[config.mk]
export PLATFORM = sky130hd
export DESIGN_NAME = pme_event_inputs
export DESIGN_NICKNAME = d
export VERILOG_FILES = /design/src/hw/pme_pkg.sv /design/src/hw/pme_debounce.sv /design/src/hw/pme_event_inputs.sv
export SDC_FILE = /design/constraint.sdc
export NUM_CORES = 1
export LEC_CHECK = 0
export BUFFER_PORTS_ARGS = -buffer_cell sky130_fd_sc_hd__buf_2
export CAP_MARGIN = 20
export CORE_MARGIN = 2
export CORE_UTILIZATION = 40
export CTS_CLUSTER_DIAMETER = 40
export DETAILED_ROUTE_END_ITERATION = 7
export PLACE_DENSITY_LB_ADDON = 0.08
export RECOVER_POWER = 100
export SLEW_MARGIN = 0
export SYNTH_ARGS = -nofsm -noshare
export SYNTH_HDL_FRONTEND = slang
export SYNTH_SLANG_ARGS = --single-unit
[constraint.sdc]
create_clock -name clk -period 2 [get_ports clk]
set_input_delay 0.1 -clock clk [delete_from_list [all_inputs] [get_ports clk]]
set_output_delay 0.1 -clock clk [all_outputs]
set_load 0.01 [all_outputs]
[src/hw/pme_pkg.sv]
// Constants, types and register map of the power management event pin logic
// ****************************************************************************
// What this block does
// - Optionally block resume events while battery low is asserted.
// - Battery, cover, ring, alert pins work as inputs; clock stops as outputs.
// - Drive active-low processor clock stop output to the clock generator.
// - Enabled falling edge on external management input raises management interrupt.
// - Pull the open-drain external management line low on serial interrupt request.
// - Detect both cover switch edges; enabled, each raises management interrupt.
// - Cover switch and power button pass a 16 ms debounce filter.
// - Drive active-low bus clock stop output to the clock generator.
// - Power button is an external event source for power management.
// - Ring indicate is an external wake event source.
// - Suspend well reset clears the suspend well logic.
// - Enabled alert input raises interrupt, management interrupt or resume event.
// ****************************************************************************
package pme_pkg;

  // ****************************************************************************
  // Register byte offsets
  // ****************************************************************************
  localparam logic [7:0] PME_OFS_CTRL = 8'h00;
  localparam logic [7:0] PME_OFS_EVT_EN = 8'h04;
  localparam logic [7:0] PME_OFS_STATUS = 8'h08;
  localparam logic [7:0] PME_OFS_MASK = 8'h0c;
  localparam logic [7:0] PME_OFS_SMI_SEL = 8'h10;
  localparam logic [7:0] PME_OFS_WAKE_EN = 8'h14;
  localparam logic [7:0] PME_OFS_PINS = 8'h18;

  // ****************************************************************************
  // Event bit positions, shared by status, enable, mask, select and wake
  // ****************************************************************************
  localparam int PME_NUM_EVT = 6;
  localparam int PME_EVT_EXTREQ = 0;
  localparam int PME_EVT_COVER = 1;
  localparam int PME_EVT_BUTTON = 2;
  localparam int PME_EVT_RING = 3;
  localparam int PME_EVT_ALERT = 4;
  localparam int PME_EVT_BUSREQ = 5;

  // ****************************************************************************
  // Reset values
  // ****************************************************************************
  localparam logic [10:0] PME_CTRL_RST = 11'h000;
  localparam logic [5:0] PME_EVT_EN_RST = 6'h00;
  localparam logic [5:0] PME_MASK_RST = 6'h00;
  localparam logic [5:0] PME_SMI_SEL_RST = 6'h03;
  localparam logic [5:0] PME_WAKE_EN_RST = 6'h00;
  localparam logic [9:0] PME_SYNC_RST = 10'h3fb;

  // ****************************************************************************
  // Timing
  // ****************************************************************************
  localparam int unsigned PME_CLK_HZ = 100_000_000;
  localparam int unsigned PME_DEB_TIME_MS = 16;
  localparam int unsigned PME_DEB_CYCLES = PME_DEB_TIME_MS * (PME_CLK_HZ / 1000);
  localparam int unsigned PME_BLANK_CYCLES = 4;

  // ****************************************************************************
  // Types
  // ****************************************************************************
  typedef struct packed {
    logic gp_output_18;
    logic gp_output_17;
    logic bus_stop_req;
    logic proc_stop_req;
    logic pin18_mode;
    logic pin17_mode;
    logic alert_gpi_mode;
    logic ring_gpi_mode;
    logic cover_gpi_mode;
    logic lowbat_gpi_mode;
    logic lowbat_block;
  } pme_ctrl_t;

  typedef struct packed {
    logic [3:0] bus_request_monitor_n;
    logic smb_alert_n;
    logic ring_wake_n;
    logic power_button_n;
    logic cover_switch;
    logic ext_mgmt_irq_n;
    logic battery_low_n;
  } pme_pins_t;

endpackage

[src/hw/pme_debounce.sv]
// Debounce filter for one synchronised input
`timescale 1ns/1ns
`default_nettype none
module pme_debounce
  import pme_pkg::*;
#(
  parameter int unsigned CYCLES = PME_DEB_CYCLES,
  parameter bit RST_VAL = 1'b1
) (
  input wire logic clk,
  input wire logic rst_b,
  input wire logic din,
  output logic dout
);
  localparam int CW = $clog2(CYCLES + 1);
  localparam logic [CW-1:0] LAST = CW'(CYCLES - 1);

  logic [CW-1:0] cnt_r;
  logic dout_r;

  // ****************************************************************************
  // Level must stay changed for the whole window
  // ****************************************************************************
  always_ff @(posedge clk or negedge rst_b) begin
    if (!rst_b) begin
      cnt_r <= '0;
      dout_r <= RST_VAL;
    end else if (din == dout_r) begin
      cnt_r <= '0;
    end else if (cnt_r == LAST) begin
      cnt_r <= '0;
      dout_r <= din;
    end else begin
      cnt_r <= cnt_r + CW'(1);
    end
  end

  assign dout = dout_r;
endmodule
`default_nettype wire

[src/hw/pme_event_inputs.sv]
// Power management event pins, clock stop controls and their APB registers
//
// Chosen here: the placing of the registers and the APB register port.
`timescale 1ns/1ns
`default_nettype none
module pme_event_inputs
  import pme_pkg::*;
#(
  parameter int unsigned DEBOUNCE_CYCLES = PME_DEB_CYCLES
) (
  input wire logic clk,
  input wire logic rst_b,
  input wire logic suspend_well_reset_n,
  input wire logic psel,
  input wire logic penable,
  input wire logic pwrite,
  input wire logic [7:0] paddr,
  input wire logic [31:0] pwdata,
  output logic [31:0] prdata,
  output logic pready,
  output logic pslverr,
  input wire logic battery_low_n,
  input wire logic ext_mgmt_irq_in,
  output logic ext_mgmt_irq_out,
  output logic ext_mgmt_irq_oe,
  input wire logic cover_switch,
  input wire logic power_button_n,
  input wire logic ring_wake_n,
  input wire logic smb_alert_n,
  input wire logic [3:0] bus_request_monitor_n,
  input wire logic serial_irq_smi,
  output logic sys_mgmt_irq_n,
  output logic irq,
  output logic resume_event,
  output logic proc_clock_stop_n,
  output logic bus_clock_stop_n
);

  // ****************************************************************************
  // Declarations
  // ****************************************************************************
  pme_pins_t pins_raw;
  pme_pins_t pins_s1_r;
  pme_pins_t pins_s2_r;
  pme_ctrl_t ctrl_r;
  logic [PME_NUM_EVT-1:0] evt_en_r;
  logic [PME_NUM_EVT-1:0] status_r;
  logic [PME_NUM_EVT-1:0] status_nxt;
  logic [PME_NUM_EVT-1:0] mask_r;
  logic [PME_NUM_EVT-1:0] smi_sel_r;
  logic [PME_NUM_EVT-1:0] wake_en_r;
  logic [PME_NUM_EVT-1:0] evt_raw;
  logic [PME_NUM_EVT-1:0] evt_set;
  logic [31:0] rdata_nxt;
  logic cover_deb;
  logic button_deb;
  logic cover_prev_r;
  logic button_prev_r;
  logic extreq_prev_r;
  logic ring_prev_r;
  logic alert_prev_r;
  logic [3:0] req_prev_r;
  logic [2:0] blank_cnt_r;
  logic drive_ext_r;
  logic blank;
  logic lowbat_active;
  logic resume_block;
  logic wr_en;
  logic rd_en;
  logic addr_ok;
  logic [PME_NUM_EVT-1:0] w1c;
  logic irq_r;
  logic smi_n_r;
  logic resume_r;
  logic proc_stop_n_r;
  logic bus_stop_n_r;

  localparam logic [2:0] BLANK_LOAD = 3'(PME_BLANK_CYCLES);

  // ****************************************************************************
  // Input synchronisers
  // ****************************************************************************
  assign pins_raw = '{
    bus_request_monitor_n: bus_request_monitor_n,
    smb_alert_n: smb_alert_n,
    ring_wake_n: ring_wake_n,
    power_button_n: power_button_n,
    cover_switch: cover_switch,
    ext_mgmt_irq_n: ext_mgmt_irq_in,
    battery_low_n: battery_low_n
  };

  for (genvar i = 0; i < $bits(pme_pins_t); i++) begin : g_sync
    always_ff @(posedge clk or negedge rst_b) begin
      if (!rst_b) begin
        pins_s1_r[i] <= PME_SYNC_RST[i];
        pins_s2_r[i] <= PME_SYNC_RST[i];
      end else begin
        pins_s1_r[i] <= pins_raw[i];
        pins_s2_r[i] <= pins_s1_r[i];
      end
    end
  end

  // ****************************************************************************
  // Debounce of cover switch and power button
  // ****************************************************************************
  pme_debounce #(
    .CYCLES(DEBOUNCE_CYCLES),
    .RST_VAL(PME_SYNC_RST[2])
  ) u_cover_deb (
    .clk(clk),
    .rst_b(rst_b),
    .din(pins_s2_r.cover_switch),
    .dout(cover_deb)
  );

  pme_debounce #(
    .CYCLES(DEBOUNCE_CYCLES),
    .RST_VAL(PME_SYNC_RST[3])
  ) u_button_deb (
    .clk(clk),
    .rst_b(rst_b),
    .din(pins_s2_r.power_button_n),
    .dout(button_deb)
  );

  // ****************************************************************************
  // Previous levels for edge detection
  // ****************************************************************************
  always_ff @(posedge clk or negedge rst_b) begin
    if (!rst_b) begin
      cover_prev_r <= PME_SYNC_RST[2];
      button_prev_r <= PME_SYNC_RST[3];
      extreq_prev_r <= 1'b1;
      ring_prev_r <= 1'b1;
      alert_prev_r <= 1'b1;
      req_prev_r <= 4'hf;
    end else begin
      cover_prev_r <= cover_deb;
      button_prev_r <= button_deb;
      extreq_prev_r <= pins_s2_r.ext_mgmt_irq_n;
      ring_prev_r <= pins_s2_r.ring_wake_n;
      alert_prev_r <= pins_s2_r.smb_alert_n;
      req_prev_r <= pins_s2_r.bus_request_monitor_n;
    end
  end

  // ****************************************************************************
  // Own drive of the external management line
  // ****************************************************************************
  always_ff @(posedge clk or negedge rst_b) begin
    if (!rst_b) begin
      drive_ext_r <= 1'b0;
    end else begin
      drive_ext_r <= serial_irq_smi;
    end
  end

  // Ignore our own pull-down until it has left the synchroniser
  always_ff @(posedge clk or negedge rst_b) begin
    if (!rst_b) begin
      blank_cnt_r <= 3'h0;
    end else if (drive_ext_r) begin
      blank_cnt_r <= BLANK_LOAD;
    end else if (blank_cnt_r != 3'h0) begin
      blank_cnt_r <= blank_cnt_r - 3'h1;
    end
  end

  assign blank = drive_ext_r || (blank_cnt_r != 3'h0);
  assign ext_mgmt_irq_out = 1'b0;
  assign ext_mgmt_irq_oe = drive_ext_r;

  // ****************************************************************************
  // Event detection
  // ****************************************************************************
  always_comb begin
    evt_raw = '0;
    evt_raw[PME_EVT_EXTREQ] = extreq_prev_r && !pins_s2_r.ext_mgmt_irq_n && !blank;
    evt_raw[PME_EVT_COVER] = (cover_prev_r != cover_deb) && !ctrl_r.cover_gpi_mode;
    evt_raw[PME_EVT_BUTTON] = button_prev_r && !button_deb;
    evt_raw[PME_EVT_RING] = ring_prev_r && !pins_s2_r.ring_wake_n && !ctrl_r.ring_gpi_mode;
    evt_raw[PME_EVT_ALERT] = alert_prev_r && !pins_s2_r.smb_alert_n
                             && !ctrl_r.alert_gpi_mode;
    evt_raw[PME_EVT_BUSREQ] = |(req_prev_r & ~pins_s2_r.bus_request_monitor_n);
  end

  assign evt_set = evt_raw & evt_en_r;

  // ****************************************************************************
  // APB decode
  // ****************************************************************************
  assign wr_en = psel && penable && pwrite;
  assign rd_en = psel && !penable && !pwrite;

  always_comb begin
    addr_ok = 1'b0;
    if (paddr == PME_OFS_CTRL) begin
      addr_ok = 1'b1;
    end else if (paddr == PME_OFS_EVT_EN) begin
      addr_ok = 1'b1;
    end else if (paddr == PME_OFS_STATUS) begin
      addr_ok = 1'b1;
    end else if (paddr == PME_OFS_MASK) begin
      addr_ok = 1'b1;
    end else if (paddr == PME_OFS_SMI_SEL) begin
      addr_ok = 1'b1;
    end else if (paddr == PME_OFS_WAKE_EN) begin
      addr_ok = 1'b1;
    end else if (paddr == PME_OFS_PINS) begin
      addr_ok = !pwrite;
    end
  end

  assign pready = 1'b1;
  assign pslverr = psel && penable && !addr_ok;

  // ****************************************************************************
  // Control and configuration registers
  // ****************************************************************************
  always_ff @(posedge clk or negedge rst_b) begin
    if (!rst_b) begin
      ctrl_r <= PME_CTRL_RST;
    end else if (wr_en && paddr == PME_OFS_CTRL) begin
      ctrl_r <= pwdata[$bits(pme_ctrl_t)-1:0];
    end
  end

  always_ff @(posedge clk or negedge rst_b) begin
    if (!rst_b) begin
      evt_en_r <= PME_EVT_EN_RST;
    end else if (wr_en && paddr == PME_OFS_EVT_EN) begin
      evt_en_r <= pwdata[PME_NUM_EVT-1:0];
    end
  end

  always_ff @(posedge clk or negedge rst_b) begin
    if (!rst_b) begin
      mask_r <= PME_MASK_RST;
    end else if (wr_en && paddr == PME_OFS_MASK) begin
      mask_r <= pwdata[PME_NUM_EVT-1:0];
    end
  end

  always_ff @(posedge clk or negedge rst_b) begin
    if (!rst_b) begin
      smi_sel_r <= PME_SMI_SEL_RST;
    end else if (wr_en && paddr == PME_OFS_SMI_SEL) begin
      smi_sel_r <= pwdata[PME_NUM_EVT-1:0];
    end
  end

  // Wake enables live in the suspend well
  always_ff @(posedge clk or negedge suspend_well_reset_n) begin
    if (!suspend_well_reset_n) begin
      wake_en_r <= PME_WAKE_EN_RST;
    end else if (wr_en && paddr == PME_OFS_WAKE_EN) begin
      wake_en_r <= pwdata[PME_NUM_EVT-1:0];
    end
  end

  // ****************************************************************************
  // Sticky status, write one to clear, set wins
  // ****************************************************************************
  assign w1c = (wr_en && paddr == PME_OFS_STATUS) ? pwdata[PME_NUM_EVT-1:0] : '0;
  assign status_nxt = (status_r & ~w1c) | evt_set;

  always_ff @(posedge clk or negedge rst_b) begin
    if (!rst_b) begin
      status_r <= '0;
    end else begin
      status_r <= status_nxt;
    end
  end

  // ****************************************************************************
  // Interrupt, management interrupt and resume outputs
  // ****************************************************************************
  assign lowbat_active = !pins_s2_r.battery_low_n && !ctrl_r.lowbat_gpi_mode;
  assign resume_block = ctrl_r.lowbat_block && lowbat_active;

  always_ff @(posedge clk or negedge rst_b) begin
    if (!rst_b) begin
      irq_r <= 1'b0;
      smi_n_r <= 1'b1;
      resume_r <= 1'b0;
    end else begin
      irq_r <= |(status_nxt & mask_r & ~smi_sel_r);
      smi_n_r <= !(|(status_nxt & smi_sel_r));
      resume_r <= |(evt_set & wake_en_r) && !resume_block;
    end
  end

  assign irq = irq_r;
  assign sys_mgmt_irq_n = smi_n_r;
  assign resume_event = resume_r;

  // ****************************************************************************
  // Clock stop outputs or general-purpose outputs
  // ****************************************************************************
  always_ff @(posedge clk or negedge rst_b) begin
    if (!rst_b) begin
      proc_stop_n_r <= 1'b1;
      bus_stop_n_r <= 1'b1;
    end else begin
      proc_stop_n_r <= ctrl_r.pin17_mode ? ctrl_r.gp_output_17 : !ctrl_r.proc_stop_req;
      bus_stop_n_r <= ctrl_r.pin18_mode ? ctrl_r.gp_output_18 : !ctrl_r.bus_stop_req;
    end
  end

  assign proc_clock_stop_n = proc_stop_n_r;
  assign bus_clock_stop_n = bus_stop_n_r;

  // ****************************************************************************
  // Read data
  // ****************************************************************************
  always_comb begin
    rdata_nxt = 32'h0000_0000;
    if (paddr == PME_OFS_CTRL) begin
      rdata_nxt[$bits(pme_ctrl_t)-1:0] = ctrl_r;
    end else if (paddr == PME_OFS_EVT_EN) begin
      rdata_nxt[PME_NUM_EVT-1:0] = evt_en_r;
    end else if (paddr == PME_OFS_STATUS) begin
      rdata_nxt[PME_NUM_EVT-1:0] = status_r;
    end else if (paddr == PME_OFS_MASK) begin
      rdata_nxt[PME_NUM_EVT-1:0] = mask_r;
    end else if (paddr == PME_OFS_SMI_SEL) begin
      rdata_nxt[PME_NUM_EVT-1:0] = smi_sel_r;
    end else if (paddr == PME_OFS_WAKE_EN) begin
      rdata_nxt[PME_NUM_EVT-1:0] = wake_en_r;
    end else if (paddr == PME_OFS_PINS) begin
      rdata_nxt[$bits(pme_pins_t)-1:0] = pins_s2_r;
      rdata_nxt[10] = cover_deb;
      rdata_nxt[11] = button_deb;
    end
  end

  always_ff @(posedge clk or negedge rst_b) begin
    if (!rst_b) begin
      prdata <= 32'h0000_0000;
    end else if (rd_en) begin
      prdata <= rdata_nxt;
    end
  end

endmodule
`default_nettype wire

Word level (Yosys, flattened, before mapping) --
Cells that the tools add are included.
Storage, ports and cells: register bits 135, input bits 57, output and inout bits 41, word-level logic and storage cells 159
Operators by class: $add $sub $neg 3, eq/ne operators 11, multiplexer cells 29, bitwise gates (word level) 13, reductions and logical operators 49
Operators with widths (count):
- 21-bit two-way mux | 4
- 6-bit two-way mux | 11
- 21-bit by 1-bit adder with 21-bit output (second input constant) | 2
- 21-bit == test (second input constant) | 2
- 6-bit bitwise AND | 6
- 8-bit by 5-bit == test with 1-bit output (second input constant) | 3
- 1-bit logical AND | 22
- 6-bit OR reduction | 3
- 1-bit zero test | 17
- 8-bit by 4-bit == test with 1-bit output (second input constant) | 2
- 12-bit two-way mux | 1
- 6-bit NOT | 2
- 11-bit two-way mux | 1
- 1-bit two-way mux | 10
- 8-bit by 3-bit == test with 1-bit output (second input constant) | 1
- 8-bit zero test | 1
- 3-bit two-way mux | 2
- 6-bit bitwise OR | 1
- 4-bit bitwise AND | 1
- 4-bit NOT | 1
- 2-bit AND reduction | 2
- 4-bit OR reduction | 1
- 3-bit nonzero test | 1
- 3-bit by 1-bit subtractor with 3-bit output (second input constant) | 1
- 5 further kinds | 7

Depth between registers and ports, before layout --
Gate-level depths: netlist of run 1.
depth after elaboration 10, mapped depth 7, depth with buffers taken out 7

Hierarchy --
From an unflattened synthesis of run 1, not the netlist that was laid out.
Unflattened totals: cells, all modules 546, area total of the unflattened synthesis 6281.0 µm²
Modules (own cells, without submodules):
- pme_event_inputs | instances 1, cells each 324, area each 4000.1 µm², seq. area each 2316.0 µm²
- pme_debounce at u_button_deb | instances 1, cells each 111, area each 1141.1 µm², seq. area each 551.8 µm²
- pme_debounce at u_cover_deb | instances 1, cells each 111, area each 1139.8 µm², seq. area each 550.5 µm²

Worst setup path before layout of run 1 --
Ideal clock, no wire load.
path type reg-to-reg, start register u_cover_deb.cnt_r[10], end register u_cover_deb.cnt_r[12], setup time 0.121 ns, arrival 1.605 ns, required time 1.879 ns, path slack 0.273 ns, cell stages (with the launch flop) 7, buffers on the path 1, period minus slack after synthesis 1.727 ns, cells stage by stage dfrtp_1 -> nand4bb_1 -> or4_1 -> nor4_2 -> or2_1 -> buf_2 -> nor2_1
On the way: longest elaborated chain between the ends 3, elaborated cells between the ends (all ways) 4, classes of those cells add/sub (1); eq/ne (1); mux (2)
RTL lines:
- start, declared | RTL line pme_debounce.sv:18 | logic [CW-1:0] cnt_r;
- start signal, assigned | RTL line pme_debounce.sv:34 | cnt_r <= cnt_r + CW'(1);
- 21-bit by 1-bit adder with 21-bit output / 21-bit == test (equally long branches) | RTL line pme_debounce.sv:34, pme_debounce.sv:30
- 21-bit two-way mux * | RTL line pme_debounce.sv:30 | end else if (cnt_r == LAST) begin
- 21-bit two-way mux * | RTL line pme_debounce.sv:28 | end else if (din == dout_r) begin
Mark *: on every way between the ends. The rest lies on a longest branch, timed or not. A chain may end at the register's enable or synchronous reset.

Final worst setup path of run 1 --
start input port paddr[5], end register wake_en_r[0]
On the way: longest elaborated chain between the ends 2
RTL lines:
- start, declared | RTL line pme_event_inputs.sv:17 | input wire logic [7:0] paddr,
- 8-bit by 5-bit == test with 1-bit output | RTL line pme_event_inputs.sv:258 | end else if (wr_en && paddr == PME_OFS_WAKE_EN) begin
- 1-bit logical AND | RTL line pme_event_inputs.sv:258
- end signal, assigned | RTL line pme_event_inputs.sv:259 | wake_en_r <= pwdata[PME_NUM_EVT-1:0];
- end, declared | RTL line pme_event_inputs.sv:51 | logic [PME_NUM_EVT-1:0] wake_en_r;
Every way passes these cells.

==> results of run 1 <==
how the worst max path moves through the flow:
stage / start / end / slack, ps / cells past startpoint
after floorplan: u_cover_deb.cnt_r[10] / u_cover_deb.cnt_r[12] / 270 / 6
after global placement: paddr[1] / sys_mgmt_irq_n / 160 / 6
after detailed placement: paddr[1] / irq / 110 / 6
after CTS: blank_cnt_r[0] / irq / 160 / 8
after global routing: blank_cnt_r[0] / irq / 20 / 8
final: paddr[5] / wake_en_r[0] / 70 / 5
flip-flops by register name, indices dropped and copies added (netlist names), 10 cells and up:
name	flops
ctrl_r	11
pins_s1_r	10
pins_s2_r	10
prdata	12
u_button_deb.cnt_r	21
u_cover_deb.cnt_r	21
kinds of logic (layout without fill, tap and decap cells):
logic type	Yosys count	after routing	share of synthesized area, %
simple gates	195	195	17.86
flops	135	135	53.85
fa+ha+maj	4	4	0.7885
compound gates	75	75	8.654
mux	39	39	7.826
buf+inv	61	163	5.381
other cells	2	22	0.1183
xor+xnor	40	40	5.519
critical path, cell delays in order:
cell	delay (ps)
clkbuf_1	130
or4b_1	640
nor3_1	730
nand2_4	230
mux2_1	390
power by group through the flow:
stage	clock, mW	combinational [mW]	sequential [mW]
finish	3.29	0.501	2.94
global route	3.49	0.576	2.96
CTS	3.37	0.534	2.95
detailed placement	0	0.496	2.99
global placement	0	0.479	2.99
floorplan	0	0.281	2.99
metrics by stage:
stage               util (%)  instance area [sq um]
floorplan                  -                   6422
global placement       44.35                   6969
detailed placement     44.35                   6969
CTS                    49.84                   7831
global route           48.84                   7674
finish                 48.84                   7674
metal layers:
layer,wire [um],track usage (%),share of wire (%),vias up
met3,573,3.977,3.9,23
met2,6798,29.63,47,107
met1,6827,24.88,47,2207
met4,391,9.108,2.7,0
li1,-,-,-,2123
met5,0,0,0,-
cell type report:
| cell class | count | area (sq um) |
|---|---|---|
| clock buffers | 25 | 515.5 |
| repair buffers | 107 | 688.2 |
| flip-flops and latches | 135 | 3418 |
| clock inverters | 7 | 116.4 |
| well taps | 216 | 270.3 |
| inverters | 24 | 90.09 |
| multi-input cells | 375 | 2575 |
| fillers | 1481 | 8039 |
timing repair:
item / in CTS / in global routing
endpoints found under the hold margin: 71 / 0
gates resized for setup: 0 / 0
hold buffers: 23 / 0
synthesized netlist by cell type (all sizes together), types with 4 or more instances:
master and instances:
nor2 69, a21o 4, nand4 14, o211a 5, a41oi 4, o22ai 8, nor3 10, xnor2 19
inv 24, nand3 16, clkbuf 4, or2 5, dfrtp 103, o21ai 13, nor4 6, a221oi 13
a21oi 8, mux2 37, and3 4, nor2b 13, buf 33, xor2 21, nand2 28, or4 4
and4 5, nand2b 5, ha 4, dfstp 32
==> flow_summary_export.csv, run 1 <==
group,metric,value,unit
setup_path,cp.arrival,2230,ps
setup_path,cp_max_fo,6,
synth,yosysTopAreaCellShare,40.61,%
timing,holdWs,21.43,ps
synth,async_flop_share,100.0,%
detailed_routing,drtIter0Drc,240,
timing,fin_ws,68.53,ps
place,pre_cts_slack,114.9,ps
min_path,hold_end,"evt_en_r[4]",
clock_tree,cts_tree,"built",
final_layout,diodes,0,
power,leakage,3.485,nW
synth,syn_area,0.006347,sq mm
clock_tree,clock_sinks,135,
grt,gr-total-overflow,0,
final_layout,layout_commonest_cell,"dfrtp_1",
setup_path,critical_path.endpoint_type,"flip-flop",
grt,grt_pass1_wl,24010,um
final_layout,layout.cells.non_filler,889,
grt,grt_max_degree,47,
detailed_routing,vias,4460,
run_status,status,"finished, final reports clean",
floorplanning,ios,98,
setup_path,reg2reg_from,"blank_cnt_r[0]",
setup_path,path_class,"input pin to flip-flop",
timing,fin_crit_sh,96.57,%
timing,final.setup_skew,7.469,ps
detailed_routing,drcViolationCount,0,
power,power.internal,5.230,mW
synth,yosysWarnings,0,
timing,fin_tns_setup,0,ps
clock_tree,htreeDepth,4,
floorplanning,die_w,130.0,um
power,ir_drop,0.5851,mV
synth,synth_cell_types,69,
floorplanning,coreArea,0.01571,sq mm
grt,grt_antenna_before_repair,0,
timing,rsz0062_at_grt,"false",
final_layout,most-common-layout-cells,"103 x dfrtp_1, 68 x nor2_1, 32 x buf_2, 30 x clkbuf_1, 26 x nand2_1",
min_path,min_from,"pwdata[4]",
synth,synth_edf_count,0,
synth,synth.largest_area_cell,"dfrtp_1",
clock_tree,post_cts_buffers,0,
power,clock_power_share,48.9,%
final_layout,syn2layout_area_growth,20.89,%
min_path,hold_path_depth,2,
timing,slew_headroom,26.17,%
setup_path,required,2300,ps
timing,fmax,517.7,MHz
place,gp_congestion,0.8293,
synth,ys_seq_elements,135,
place,dp_hpwl,10140,um
min_path,hold_class,"input pin to flip-flop",
clock_tree,root_buffer,"clkbuf_16",
power,p_sw_share,22.34,%
detailed_routing,routed_wirelength,14590,um
run,drv_cap,0,
final_layout,nets,721,
floorplanning,fp-row-count,46,
synth,synth-main-ff-cell,"dfrtp_1",
power,power_switching,1.504,mW
grt,grt.total_usage,18.82,%
detailed_routing,ant_nets,0,
synth,syn_avg_cell_area,11.52,sq um
setup_path,reg2reg_depth,8,
synth,yosys-top-cells-area,"dfrtp_1 41%, dfstp_2 13%, nor2_1 3.9%",
synth,yosysSeqAreaShare,53.85,%
setup_path,cp-start-kind,"input pin",
clock_tree,cts_buffers,17,
timing,maxSlewViolCount,0,
place,port_buffers,54,
floorplanning,dieArea,0.01689,sq mm
setup_path,r2r_end,"irq",
setup_path,rrSetupSlack,160,ps
timing,period_minus_slack,1931,ps
power,pwr-share-comb,7.4,%
power,total_power,6.734,mW
timing,tightest_slew,1107,ps
power,seqPwrFrac,43.7,%
clock_tree,clk_pin_slew,60,ps
floorplanning,start_util,40.40,%
floorplanning,die_h,130.0,um
place,placed_cells,834,
timing,setup_violations,0,
power,pwr_density_cell,877.5,mW/mm^2
synth,syn_inst,551,
detailed_routing,drt_first_pass_iters,4,
detailed_routing,vias_per_cell,5.017,
detailed_routing,wl_per_cell,16.41,um
clock_tree,clock_latency,420,ps
timing,hold_violations,0,
final_layout,drive_gt1_share,20.95,%
clock_tree,clock_path_buffers,2,
grt,grt_pass1_vias,4568,
Power figures use the tool's default switching activity.
==> run 2: changes to the inputs <==
Settings changed: PLACE_DENSITY from default to 0.62, PLACE_DENSITY_LB_ADDON 0.08 to default.
==> run 2 against run 1 <==
Global-route usage is 1.3 points lower; design area fell by 0.24%; utilization decreased by 0.12 points; combinational power down 2%; clock skew is essentially flat; final cell count shrank 0.90%; largest power group unchanged.
==> flow_summary_export.csv, run 2 (synthesized netlist as in run 1, its figures left out) <==
group,metric,value,unit
timing,slew_headroom,21.40,%
setup_path,cp_max_fo,4,
setup_path,required,2290,ps
detailed_routing,routed_wirelength,13890,um
grt,busiest_layer,"met2",
timing,setup_violations,0,
timing,period_minus_slack,1883,ps
run_status,status,"finished, final reports clean",
clock_tree,cts_buffers,17,
final_layout,nets,713,
timing,fin_tns_setup,0,ps
detailed_routing,wl_per_cell,15.77,um
floorplanning,start_util,40.40,%
setup_path,path_class,"flip-flop to flip-flop",
clock_tree,clk_pin_slew,60,ps
final_layout,most-common-layout-cells,"103 x dfrtp_1, 67 x nor2_1, 31 x buf_2, 28 x clkbuf_1, 26 x nand2_1",
power,pwr_density_cell,891.6,mW/mm^2
timing,rsz0062_at_grt,"false",
detailed_routing,ant_nets,0,
setup_path,cp-start-kind,"flip-flop",
grt,met2_usage,28.52,%
grt,gr-usage-met1,22.84,%
final_layout,syn2layout_area_growth,20.60,%
clock_tree,htreeDepth,4,
floorplanning,die_w,130.0,um
setup_path,cp.arrival,2170,ps
detailed_routing,vias,4446,
grt,grtUsageMet3,4.715,%
final_layout,fillers,1444,
timing,hold_violations,0,
timing,maxSlewViolCount,0,
final_layout,multi_input_area,0.002591,sq mm
grt,grt.total_usage,17.54,%
floorplanning,coreArea,0.01571,sq mm
run,drv_cap,0,
detailed_routing,vias_per_cell,5.047,
clock_tree,clock_sinks,135,
final_layout,diodes,0,
grt,grt_pass1_wl,22670,um
floorplanning,fp-row-count,46,
power,ir_drop,0.6140,mV
min_path,hold_class,"input pin to async pin",
detailed_routing,drt_first_pass_iters,4,
grt,grt_max_degree,130,
timing,fin_crit_sh,94.15,%
floorplanning,ios,98,
clock_tree,root_buffer,"clkbuf_16",
clock_tree,clock_latency,410,ps
place,pre_cts_slack,117.5,ps
grt,grt_antenna_before_repair,0,
timing,tightest_slew,1179,ps
clock_tree,clock_path_buffers,2,
detailed_routing,drtIter0Drc,302,
grt,gr-total-overflow,0,
timing,final.setup_skew,7.432,ps
power,total_power,6.825,mW
setup_path,reg2reg_depth,8,
place,dp_hpwl,9367,um
place,gp_congestion,0.8665,
floorplanning,dieArea,0.01689,sq mm
power,leakage,3.486,nW
floorplanning,die_h,130.0,um
final_layout,drive_gt1_share,20.15,%
grt,grt_pass1_vias,4421,
timing,fmax,531.1,MHz
clock_tree,cts_tree,"built",
timing,fin_ws,117.0,ps
detailed_routing,drcViolationCount,0,
setup_path,critical_path.endpoint_type,"flip-flop",
final_layout,largestRegisters,"u_button_deb.cnt_r: 21 flops, u_cover_deb.cnt_r: 21 flops, prdata: 12 flops",
final_layout,layout_commonest_cell,"dfrtp_1",
place,port_buffers,54,
final_layout,layout.area.seq,0.003418,sq mm
[run 2: cell count changes in the layout (fill, tap and decap cells not counted), moves of 2 or more]
cell	delta
clkinvlp_4	+3
clkbuf_2	-3
clkbuf_1	-2
buf_4	-4
bufinv_16	+2
clkbuf_8	-5
[run 2: area by class of cell]
type / instances / share of cell area [%]
inverter: 24 / 1.177
clock inverter: 12 / 2.599
timing repair buffer: 99 / 8.352
clock buffer: 20 / 5.835
tap: 216 / 3.531
multi-input combinational: 375 / 33.85
sequential: 135 / 44.66
[run 2: final timing paths]
| path | startpoint | to | slack, ps |
|---|---|---|---|
| max in group asynchronous | rst_b | irq | 690 |
| min | suspend_well_reset_n | wake_en_r[1] | 110 |
| min reg2reg | pins_s1_r[0] | pins_s2_r[0] | 360 |
| min in group clk | pwrite | prdata[2] | 130 |
| max | blank_cnt_r[0] | irq | 120 |
| max reg2reg | blank_cnt_r[0] | irq | 120 |
[run 2: power breakdown]
group | switching [mW] | leakage (nW) | internal, mW
clock network | 1.15 | 0.303 | 2.24
logic | 0.293 | 1.47 | 0.196
registers | 0.0759 | 1.71 | 2.87
total | 1.52 | 3.49 | 5.31
[run 2: timing repair]
| item | in CTS | in global routing |
|---|---|---|
| setup endpoints to repair | 0 | 21 |
| gates resized for setup | 0 | 1 |
| setup buffers | 0 | 0 |
| hold buffers | 23 | 1 |
| endpoints found under the hold margin | 131 | 1 |
[run 2: routing by layer]
layer / wire (um) / vias up
met5: 0 / -
met2: 6820 / 124
met1: 6030 / 2188
met3: 733 / 31
li1: - / 2103
met4: 305 / 0
[run 2: per-stage QoR]
stage | hold WS [ps] | cell area [sq um] | std cells | util [%]
after floorplan | -195.6 | 6422 | 571 | -
after global placement | -54.52 | 6914 | 825 | 44.00
after detailed placement | -51.26 | 6914 | 825 | 44.00
after CTS | 6.079 | 7790 | 880 | 49.58
after global routing | 135.5 | 7655 | 881 | 48.72
final | 114.8 | 7655 | 881 | 48.72
[run 2: worst max-delay path, stage by stage, from the launching register on]
cell	delay, ps
dfrtp_1	370
inv_1	70
ha_1	210
nand2b_1	150
nor4_1	70
clkbuf_1	140
o21ai_0	250
nand4_1	200
a221o_1	310
